[config.mk]
export PLATFORM = sky130hd
export DESIGN_NAME = i2csar_top
export DESIGN_NICKNAME = d
export VERILOG_FILES = /design/src/i2csar_pkg.sv /design/src/i2csar_top.sv
export SDC_FILE = /design/constraint.sdc
export NUM_CORES = 1
export LEC_CHECK = 0
export BUFFER_PORTS_ARGS = -buffer_cell sky130_fd_sc_hd__buf_4
export CORE_ASPECT_RATIO = 2
export CORE_MARGIN = 1
export CORE_UTILIZATION = 52
export CTS_BUF_LIST = sky130_fd_sc_hd__clkbuf_2
export DETAILED_ROUTE_END_ITERATION = 6
export MAX_ROUTING_LAYER = met4
export PLACE_DENSITY_LB_ADDON = 0.12
export SKIP_LAST_GASP = 1
export SYNTH_ARGS = -nofsm -noshare
export SYNTH_HDL_FRONTEND = slang
export SYNTH_SLANG_ARGS = --single-unit
[constraint.sdc]
create_clock -name clk -period 3.4 [get_ports clk]
set_input_delay 0.17 -clock clk [delete_from_list [all_inputs] [get_ports clk]]
set_output_delay 0.17 -clock clk [all_outputs]
set_load 0.01 [all_outputs]
[src/i2csar_pkg.sv]
// Constants shared by the I2C status and transmit-abort report block.
`default_nettype none
package i2csar_pkg;
	// ========================================
	// Register byte addresses
	localparam logic [31:0] STATUS_ADDR    = 32'h50001370;
	localparam logic [31:0] TX_LEVEL_ADDR  = 32'h50001374;
	localparam logic [31:0] RX_LEVEL_ADDR  = 32'h50001378;
	localparam logic [31:0] HOLD_ADDR      = 32'h5000137c;
	localparam logic [31:0] ABORT_ADDR     = 32'h50001380;
	localparam logic [31:0] CTRL_ADDR      = 32'h500013a0;
	localparam logic [31:0] ABORT_CLR_ADDR = 32'h500013a4;

	// ========================================
	// Status field positions
	localparam int ST_TARGET_BUSY = 6;
	localparam int ST_CTRL_BUSY   = 5;
	localparam int ST_RX_FULL     = 4;
	localparam int ST_RX_NONEMPTY = 3;
	localparam int ST_TX_EMPTY    = 2;
	localparam int ST_TX_ROOM     = 1;
	localparam int ST_ACTIVITY    = 0;

	// ========================================
	// Abort cause field positions
	localparam int AB_READ_CMD_REPLY = 15;
	localparam int AB_TARGET_LOST    = 14;
	localparam int AB_STALE_FLUSH    = 13;
	localparam int AB_ABORT_ARBITRATION_LOST       = 12;
	localparam int AB_CTRL_DISABLED  = 11;
	localparam int AB_LONG_RD_NORS   = 10;
	localparam int AB_SHORT_NOACK    = 0;

	// ========================================
	// Control register field positions
	localparam int CT_ENABLE      = 0;
	localparam int CT_CTRL_ALLOW  = 1;
	localparam int CT_RESTART     = 2;
	localparam int CT_LONG_ADDR   = 3;

	// ========================================
	// Reset values and timing
	localparam logic [15:0] HOLD_RESET  = 16'h0001;
	localparam logic [15:0] ABORT_RESET = 16'h0000;
	localparam logic [3:0]  CTRL_RESET  = 4'h0;
	localparam logic [5:0]  LEVEL_RESET = 6'h00;
	localparam int          ENABLE_DELAY_CYCLES = 2;

	typedef enum logic [0:0] {
		BUS_IDLE   = 1'b0,
		BUS_ANSWER = 1'b1
	} i2csar_bus_t;
endpackage
`default_nettype wire

[src/i2csar_top.sv]
// Status, fill level, hold time and transmit-abort report of an I2C controller.
//
// Chosen here: the Avalon-MM register port.
`timescale 1ns/1ps
`default_nettype none

module i2csar_top #(
	parameter int QUEUE_DEPTH = 32
) (
	input  wire logic        clk,
	input  wire logic        sys_rst,
	input  wire logic [31:0] avs_address,
	input  wire logic        avs_read,
	input  wire logic        avs_write,
	input  wire logic [31:0] avs_writedata,
	output logic      [31:0] avs_readdata,
	output logic             avs_waitrequest,
	input  wire logic        scl_pin,
	input  wire logic        sda_pin,
	input  wire logic        tx_push,
	input  wire logic        tx_pop,
	input  wire logic        rx_push,
	input  wire logic        rx_pop,
	input  wire logic        controller_fsm_busy,
	input  wire logic        target_fsm_busy,
	input  wire logic        target_tx_active,
	input  wire logic        target_tx_bit,
	input  wire logic        target_read_request,
	input  wire logic        target_replying,
	input  wire logic        data_cmd_write,
	input  wire logic        data_cmd_read_bit,
	input  wire logic        controller_start_request,
	input  wire logic        controller_read_request,
	input  wire logic        controller_abort_arbitration_lost,
	input  wire logic        short_addr_unanswered,
	output logic             controller_enabled,
	output logic             queue_flush,
	output logic      [15:0] data_hold_cycles,
	output logic             repeated_start_allow,
	output logic             transmit_abort_event
);
	import i2csar_pkg::*;

	// ========================================
	// State
	i2csar_bus_t bus_ff, nxt_bus;
	logic [31:0] rdata_ff, nxt_rdata;
	logic [3:0]  ctrl_ff, nxt_ctrl;
	logic [15:0] hold_ff, nxt_hold;
	logic [15:0] abort_ff, nxt_abort;
	logic [5:0]  tx_cnt_ff, nxt_tx_cnt;
	logic [5:0]  rx_cnt_ff, nxt_rx_cnt;
	logic [ENABLE_DELAY_CYCLES-1:0] en_pipe_ff, nxt_en_pipe;
	logic        flush_ff, nxt_flush;
	logic        abev_ff, nxt_abev;
	logic        wreq_ff, nxt_wreq;
	logic [2:0]  scl_sync_ff;
	logic [1:0]  sda_sync_ff;

	logic        req;
	logic        take;
	logic        scl_rise;
	logic        target_lost;
	logic        stale_flush;
	logic        en_eff;
	logic [15:0] status_word;
	logic [15:0] abort_set;

	localparam logic [5:0] DEPTH = 6'(QUEUE_DEPTH);

	assign req  = avs_read | avs_write;
	assign take = req & (bus_ff == BUS_ANSWER);
	assign en_eff = en_pipe_ff[ENABLE_DELAY_CYCLES-1];

	// ========================================
	// Pin synchronisers
	// The first stage of each chain feeds only the second stage.
	always_ff @(posedge clk or posedge sys_rst) begin
		if (sys_rst) begin
			scl_sync_ff <= 3'h7;
			sda_sync_ff <= 2'h3;
		end else begin
			scl_sync_ff <= {scl_sync_ff[1:0], scl_pin};
			sda_sync_ff <= {sda_sync_ff[0], sda_pin};
		end
	end

	assign scl_rise = scl_sync_ff[1] & ~scl_sync_ff[2];
	// Only the sending target compares its bit; a silent slave never loses.
	assign target_lost = target_tx_active & scl_rise &
		(sda_sync_ff[1] != target_tx_bit);
	assign stale_flush = target_read_request & (tx_cnt_ff != 6'h00);

	// ========================================
	// Status word
	always_comb begin
		status_word = 16'h0000;
		status_word[ST_TARGET_BUSY] = target_fsm_busy;
		status_word[ST_CTRL_BUSY]   = controller_fsm_busy;
		status_word[ST_RX_FULL]     = (rx_cnt_ff == DEPTH);
		status_word[ST_RX_NONEMPTY] = (rx_cnt_ff != 6'h00);
		status_word[ST_TX_EMPTY]    = (tx_cnt_ff == 6'h00);
		status_word[ST_TX_ROOM]     = (tx_cnt_ff != DEPTH);
		status_word[ST_ACTIVITY]    = target_fsm_busy |
			controller_fsm_busy;
	end

	// ========================================
	// Abort causes
	always_comb begin
		abort_set = 16'h0000;
		abort_set[AB_READ_CMD_REPLY] = data_cmd_write & data_cmd_read_bit &
			target_replying;
		abort_set[AB_TARGET_LOST] = target_lost;
		abort_set[AB_STALE_FLUSH] = stale_flush;
		abort_set[AB_ABORT_ARBITRATION_LOST] = controller_abort_arbitration_lost | target_lost;
		abort_set[AB_CTRL_DISABLED] = controller_start_request &
			~ctrl_ff[CT_CTRL_ALLOW];
		abort_set[AB_LONG_RD_NORS] = controller_read_request &
			ctrl_ff[CT_LONG_ADDR] & ~ctrl_ff[CT_RESTART];
		abort_set[AB_SHORT_NOACK] = short_addr_unanswered &
			~ctrl_ff[CT_LONG_ADDR];
	end

	// ========================================
	// Next state
	always_comb begin
		nxt_bus     = bus_ff;
		nxt_rdata   = rdata_ff;
		nxt_ctrl    = ctrl_ff;
		nxt_hold    = hold_ff;
		nxt_abort   = abort_ff;
		nxt_tx_cnt  = tx_cnt_ff;
		nxt_rx_cnt  = rx_cnt_ff;
		nxt_en_pipe = {en_pipe_ff[ENABLE_DELAY_CYCLES-2:0],
			ctrl_ff[CT_ENABLE]};
		nxt_flush   = ~en_eff;
		nxt_abev    = 1'b0;

		case (bus_ff)
			BUS_IDLE: begin
				if (req) begin
					nxt_bus = BUS_ANSWER;
					nxt_rdata = 32'h00000000;
					if (avs_read) begin
						case (avs_address)
							STATUS_ADDR:   nxt_rdata[15:0] = status_word;
							TX_LEVEL_ADDR: nxt_rdata[5:0] = tx_cnt_ff;
							RX_LEVEL_ADDR: nxt_rdata[5:0] = rx_cnt_ff;
							HOLD_ADDR:     nxt_rdata[15:0] = hold_ff;
							ABORT_ADDR:    nxt_rdata[15:0] = abort_ff;
							ABORT_CLR_ADDR: nxt_rdata[15:0] = abort_ff;
							CTRL_ADDR:     nxt_rdata[3:0] = ctrl_ff;
							default:       nxt_rdata = 32'h00000000;
						endcase
					end
				end
			end
			BUS_ANSWER: begin
				nxt_bus = BUS_IDLE;
				if (avs_write) begin
					case (avs_address)
						HOLD_ADDR: nxt_hold = avs_writedata[15:0];
						CTRL_ADDR: nxt_ctrl = avs_writedata[3:0];
						default:   nxt_ctrl = ctrl_ff;
					endcase
				end
				// Reading the clear register wipes only the causes that the
				// answer carries, so one raised after the snapshot is kept
				// for the next read instead of being lost.
				if (avs_read && avs_address == ABORT_CLR_ADDR) begin
					nxt_abort = abort_ff & ~rdata_ff[15:0];
				end
			end
			default: nxt_bus = BUS_IDLE;
		endcase
		// Registered so that the handshake leaves the block from a
		// flip-flop, like every other output.
		nxt_wreq = (nxt_bus == BUS_IDLE);

		// A cause raised in the clearing cycle survives the clear.
		nxt_abort = nxt_abort | abort_set;

		// The empty flag is left out: only the stale-data flush aborts.
		if (stale_flush) begin
			nxt_abev = 1'b1;
		end

		if (tx_push && !tx_pop && tx_cnt_ff != DEPTH) begin
			nxt_tx_cnt = tx_cnt_ff + 6'h01;
		end else if (tx_pop && !tx_push && tx_cnt_ff != 6'h00) begin
			nxt_tx_cnt = tx_cnt_ff - 6'h01;
		end
		if (rx_push && !rx_pop && rx_cnt_ff != DEPTH) begin
			nxt_rx_cnt = rx_cnt_ff + 6'h01;
		end else if (rx_pop && !rx_push && rx_cnt_ff != 6'h00) begin
			nxt_rx_cnt = rx_cnt_ff - 6'h01;
		end
		if (stale_flush) begin
			nxt_tx_cnt = LEVEL_RESET;
		end
		// Queues stay erased for as long as the block is disabled.
		if (!en_eff) begin
			nxt_tx_cnt = LEVEL_RESET;
			nxt_rx_cnt = LEVEL_RESET;
		end
	end

	// ========================================
	// Registers
	always_ff @(posedge clk or posedge sys_rst) begin
		if (sys_rst) begin
			bus_ff     <= BUS_IDLE;
			rdata_ff   <= 32'h00000000;
			ctrl_ff    <= CTRL_RESET;
			hold_ff    <= HOLD_RESET;
			abort_ff   <= ABORT_RESET;
			tx_cnt_ff  <= LEVEL_RESET;
			rx_cnt_ff  <= LEVEL_RESET;
			en_pipe_ff <= '0;
			flush_ff   <= 1'b1;
			abev_ff    <= 1'b0;
			wreq_ff    <= 1'b1;
		end else begin
			bus_ff     <= nxt_bus;
			rdata_ff   <= nxt_rdata;
			ctrl_ff    <= nxt_ctrl;
			hold_ff    <= nxt_hold;
			abort_ff   <= nxt_abort;
			tx_cnt_ff  <= nxt_tx_cnt;
			rx_cnt_ff  <= nxt_rx_cnt;
			en_pipe_ff <= nxt_en_pipe;
			flush_ff   <= nxt_flush;
			abev_ff    <= nxt_abev;
			wreq_ff    <= nxt_wreq;
		end
	end

	assign avs_readdata         = rdata_ff;
	assign avs_waitrequest      = wreq_ff;
	assign controller_enabled   = en_eff;
	assign queue_flush          = flush_ff;
	assign data_hold_cycles     = hold_ff;
	assign repeated_start_allow = ctrl_ff[CT_RESTART];
	assign transmit_abort_event = abev_ff;
endmodule
`default_nettype wire

==> results.txt, run 1 <==
Number of vias per cell - 5.61
GRT Residual Overflow - 0
Pwr/cell area - 309 mW/mm2
Initial antenna violation count - 0
Worst r2r path cells - 9
Worst rel slew slack - 39.8%
Slew Limit Fails - 0
Final setup viols - 0
Die height - 125 um
Ant. Diodes - 0
Area of the core - 0.00727 mm2
Worst skew pair latency - 0.56 ns
Largest cells by area after synthesis - dfrtp_1 43%, mux2_2 5.7%, dfstp_2 5.3%
Worst hold path cell count - 3
Hold wc startpoint - avs_write
Drt pass-1 iters - 4
Largest net degree at the start of global routing - 29
FF+latch count, synth - 75
Starting Density - 54.1%
Post-CTS setup repair buffer count - 0
Crit Path Max Fanout - 5
Clock slew at reported path FFs - 0.21 ns
Number of global-route vias before repair - 3385
Worst reg2reg path endpoint - rx_cnt_ff[5]$_DFFE_PP0P_
Clock tree from TritonCTS - done
Synthesis warning total - 0
Syn avg cell area - 10.9 um2
Max cap viols - 0
Clk root buf - clkbuf_2
Crit path kind - flip-flop to flip-flop
Clock buffer depth - 2
Slew @ Worst Pin - 0.899 ns
Type of the most critical hold path - input pin to flip-flop
HPWL after DPL - 7420 um
First-pass GRT wire length - 16100 um
Final WL - 9890 um
CP Launch Type - flip-flop
Worst EP required - 3.89 ns
Top cell type's share of synthesized area - 42.6%
Die width - 63.5 um
Hold path endpoint - avs_waitrequest$_DFF_PP1_
Hold slack - 0.0166 ns
Cell area after synthesis - 0.00393 mm2
Row Count - 44
Post-CTS resize count - 0
Setup repair after global routing missed its margin - false
Final Critical Period - 2.81 ns
Crit path DAT - 3.30 ns
Cells after synthesis - 361
CTS Hold Bufs - 29
Status - finished, final reports clean
Max Fclk - 356 MHz
Placer Congestion - 0.907
Reg2reg setup slack - 0.59 ns
DRT iter0 DRCs - 251
Distinct cells, synth - 59
Post-synth top flop - dfrtp_1
Skew final - 0.0258 ns
Area of the die - 0.00793 mm2
Layout cells sized above 1 - 33.7%
R2r startpoint - rx_cnt_ff[1]$_DFFE_PP0P_
Via Count - 3343
Port bufs - 106
I/O pin total - 139
GRT Util Overall - 27.1%
Final hold viol count - 0
Post-synthesis sequential area ratio - 48.0%
H-tree level count - 3
Largest area contributor in the netlist - dfrtp_1
Cts bufs inserted - 9
Final #Nets - 595
Post-synth ARST share - 100%
Post-synth EDFFs - 0
Worst ir drop on vdd - 208 uV
WL/cell - 16.6 um
P&R area growth vs syn - 31.4%
DRC Markers - 0
Crit share post-route - 82.7%
Total leakage power - 2.51 nW
Crit path capture type - flip-flop
Setup TNS - 0 ns
ANT nets after route - 0
Sink Count - 75
-- synth_stat cells, types with 2 or more instances --
library cell,instances
nor2_1,11
a22o_1,7
a31oi_1,5
a21o_1,7
buf_4,18
dfstp_2,8
buf_2,4
nand4_1,2
nor4b_1,2
xor2_1,6
nor2b_1,3
ha_1,8
nor4_1,6
o31ai_1,2
a211oi_1,3
or2_2,2
nor4bb_1,2
nand3_1,18
nor4b_4,2
mux2_2,20
o21ai_0,15
a21oi_1,10
o22ai_1,2
mux2i_1,9
clkbuf_1,6
a32o_1,2
clkinv_1,2
mux4_2,3
buf_6,2
inv_1,16
o21bai_1,4
o2bb2ai_1,2
nor3_1,6
dfrtp_1,67
fa_1,2
a21boi_0,9
nand2b_1,2
xnor2_1,6
nand2_1,32
a32oi_1,9
-- final cells by class --
type	count	area, um2
fillers	586	2100
flip-flops and latches	75	1890
multi-input cells	253	1840
repair buffers	142	1140
well taps	92	115
inverters	18	67.6
clock inverters	6	65.1
clock buffers	10	50.0
-- cells in the final DEF (no fill, tap or decap), types with 6 or more instances in the layout --
cell type,Yosys,routed
a32oi_1,9,9
a22o_1,7,7
xnor2_1,6,6
o21ai_0,15,15
dfstp_2,8,8
nand2_1,32,32
buf_4,18,113
xor2_1,6,6
a21o_1,7,7
clkbuf_2,0,10
dfrtp_1,67,67
ha_1,8,8
conb_1,1,16
mux2_2,20,20
mux2i_1,9,9
dlygate4sd3_1,0,29
a21boi_0,9,9
nand3_1,18,18
inv_1,16,15
a21oi_1,10,10
nor2_1,11,11
-- logic make-up after synthesis --
group | synth area share [%]
simple gates | 13.7
compound gates | 15.4
flops | 48.0
buf+inv | 6.81
mux | 9.74
xor+xnor | 2.67
fa+ha+maj | 3.56
other cells | 0.0954
-- worst max-delay path, stage by stage, from the launching register on --
cell	delay (ns)
dfrtp_1	0.47
or4_1	0.63
nor2_1	0.21
a21o_1	0.25
ha_1	0.28
a211oi_1	0.23
o21bai_1	0.11
a21oi_1	0.17
mux4_2	0.31
nor2_1	0.10
-- worst max path at each step --
stage,startpoint,endpoint,slack (ns),cells after the start
CTS,rx_cnt_ff[1]$_DFFE_PP0P_,rx_cnt_ff[5]$_DFFE_PP0P_,0.56,9
detailed placement,rx_cnt_ff[1]$_DFFE_PP0P_,rx_cnt_ff[5]$_DFFE_PP0P_,0.60,9
global placement,rx_cnt_ff[1]$_DFFE_PP0P_,rx_cnt_ff[5]$_DFFE_PP0P_,0.68,9
floorplan,rx_cnt_ff[1]$_DFFE_PP0P_,rx_cnt_ff[5]$_DFFE_PP0P_,0.94,9
global route,rx_cnt_ff[1]$_DFFE_PP0P_,rx_cnt_ff[4]$_DFFE_PP0P_,0.40,10
finish,rx_cnt_ff[1]$_DFFE_PP0P_,rx_cnt_ff[5]$_DFFE_PP0P_,0.59,9
-- sequential cells by signal (all words and copies together), names as in the netlist, 2 cells and up --
| signal | flops |
|---|---|
| abort_ff | 16 |
| avs_readdata | 16 |
| data_hold_cycles | 16 |
| rx_cnt_ff | 6 |
| tx_cnt_ff | 6 |
| ctrl_ff | 4 |
| scl_sync_ff | 3 |
| en_pipe_ff | 2 |
| sda_sync_ff | 2 |
-- layer usage --
layer,up-vias,global-route usage [%],part of all wire (%)
li1,1571,-,-
met1,1637,27.9,36
met2,115,48.7,56
met3,20,5.02,4.8
met4,0,11.5,2.7
met5,-,-,0
-- power breakdown --
| part | total (mW) | internal [mW] | switching, mW |
|---|---|---|---|
| Clock | 0.493 | 0.172 | 0.322 |
| Sequential | 0.909 | 0.905 | 0.00400 |
| Combinational | 0.194 | 0.100 | 0.0933 |
-- through the flow --
stage | power [mW] | std cells | area, um2 | setup WS [ns] | util, %
6_report | 1.60 | 596 | 5170 | 0.588 | 71.1
5_1_grt | 1.66 | 596 | 5170 | 0.401 | 71.1
4_1_cts | 1.61 | 596 | 5170 | 0.563 | 71.1
3_5_place_dp | 1.09 | 551 | 4760 | 0.603 | 65.5
3_3_place_gp | 1.09 | 551 | 4760 | 0.679 | 65.5
2_1_floorplan | 1.01 | 376 | 3990 | 0.941 | -
No activity file was read; power rests on OpenSTA's default activity.
==> inputs of run 2 (changes only) <==
Clock period 3.4 ns to 2.8 ns, I/O delays scaled along.
==> results.txt, run 2 (same netlist as run 1, synthesis figures left out) <==
GRT Residual Overflow - 0
Ant. Diodes - 0
Final hold viol count - 0
Crit path kind - flip-flop to flip-flop
Die height - 125 um
Clock tree from TritonCTS - done
Row Count - 44
Status - finished, final reports clean
DRT iter0 DRCs - 221
I/O pin total - 139
Crit path capture type - flip-flop
Clk root buf - clkbuf_2
Hold slack - 0.0114 ns
Worst rel slew slack - 44.0%
Placer Congestion - 0.895
Cts bufs inserted - 9
Slew Limit Fails - 0
Type of the most critical hold path - input pin to flip-flop
Final worst slack - 0.125 ns
Setup TNS - 0 ns
Final Critical Period - 2.68 ns
Commonest non-fill, non-tap cell in the layout - buf_4
Logic pwr share - 11.9%
Initial antenna violation count - 0
Skew final - 0.0302 ns
Pre-CTS WS - 0.0102 ns
Setup repair after global routing missed its margin - false
Net Sw Frac - 24.6%
Power Internal - 1.52 mW
Clock power share - 33.5%
Final non-filler cell total - 599
P&R area growth vs syn - 33.3%
Number of global-route vias before repair - 3572
Worst skew pair latency - 0.55 ns
Post-DP Area - 0.00479 mm2
H-tree level count - 3
DRC Markers - 0
Largest net degree at the start of global routing - 41
Area of the core - 0.00727 mm2
Reg power frac - 54.6%
Final WL - 10200 um
Die width - 63.5 um
WL/cell - 17.1 um
Clock buffer depth - 2
ANT nets after route - 0
Area of the die - 0.00793 mm2
Final #Nets - 598
Layout cells sized above 1 - 34.3%
Final instance area - 0.00524 mm2
Total leakage power - 2.56 nW
Pwr/cell area - 386 mW/mm2
GRT Util Overall - 28.5%
Leading cell types in the layout, fill and taps excluded - 113 x buf_4, 67 x dfrtp_1, 32 x nand2_1
NetSw - 0.497 mW
Port bufs - 106
Max cap viols - 0
Sink Count - 75
HPWL after DPL - 7610 um
Final setup viols - 0
Crit path DAT - 3.16 ns
Via Count - 3381
Drt pass-1 iters - 4
Crit share post-route - 95.5%
Dpl cells - 552
Worst ir drop on vdd - 312 uV
Clock slew at reported path FFs - 0.19 ns
CP Launch Type - flip-flop
First-pass GRT wire length - 16800 um
Number of vias per cell - 5.64
Starting Density - 54.1%
Slew @ Worst Pin - 0.838 ns
Worst EP required - 3.29 ns
Max Fclk - 374 MHz
Crit Path Max Fanout - 5
[run 2: what timing repair did]
item                                    in CTS  in global routing
setup buffers                                0                  1
hold endpoints to repair                    65                  0
resized for setup                            1                  1
hold buffers                                30                  0
endpoints found under the setup margin       1                  2
[run 2: critical path, stage by stage, from the launching register on]
cell and delay, ns:
dfrtp_1 0.45, or4_4 0.56, nor2_2 0.14, a21o_1 0.22
ha_1 0.28, a211oi_1 0.28, o21bai_1 0.11, a21oi_1 0.19
mux4_2 0.31, nor2_1 0.09
[run 2: metal layers]
metal	share of wire, %	track usage [%]	vias up
met5	0	-	-
met4	4.0	15.0	0
met3	4.3	3.92	37
met2	56	50.8	114
met1	36	29.4	1655
li1	-	-	1575
[run 2: metrics by stage]
step | utilization [%] | total power [mW]
global placement | 66.0 | 1.32
detailed placement | 66.0 | 1.33
global route | 72.1 | 2.11
CTS | 72.0 | 2.04
floorplan | - | 1.23
finish | 72.1 | 2.02
[run 2: final cells by class]
class                           instances  area (um2)
Tap cell                               92         115
Clock buffer                           11        55.1
Clock inverter                          5        77.6
Multi-Input combinational cell        253        1850
Inverter                               18        67.6
Sequential cell                        75        1890
Timing Repair Buffer                  145        1190
Fill cell                             586        2030
[run 2: power groups by stage]
stage               clock network (mW)  logic [mW]  registers (mW)
finish                           0.677       0.241            1.10
detailed placement                   0       0.207            1.12
global placement                     0       0.201            1.12
global route                     0.739       0.263            1.11
floorplan                            0       0.110            1.12
CTS                              0.695       0.239            1.10
[run 2: final timing paths]
check                                    startpoint                        to  slack (ns)  cells after the start
max in group asynchronous                   sys_rst     queue_flush$_DFF_PP1_        1.74                      4
hold / removal                     target_tx_active    abort_ff[14]$_DFF_PP0_        0.01                      4
setup reg to reg           rx_cnt_ff[0]$_DFFE_PP0P_  rx_cnt_ff[5]$_DFFE_PP0P_        0.12                      9
setup / recovery           rx_cnt_ff[0]$_DFFE_PP0P_  rx_cnt_ff[5]$_DFFE_PP0P_        0.12                      9
min in group asynchronous                   sys_rst   abort_ff[7]$_DFFE_PP0P_        0.31                      3
hold reg to reg            sda_sync_ff[0]$_DFF_PP1_  sda_sync_ff[1]$_DFF_PP1_        0.37                      0
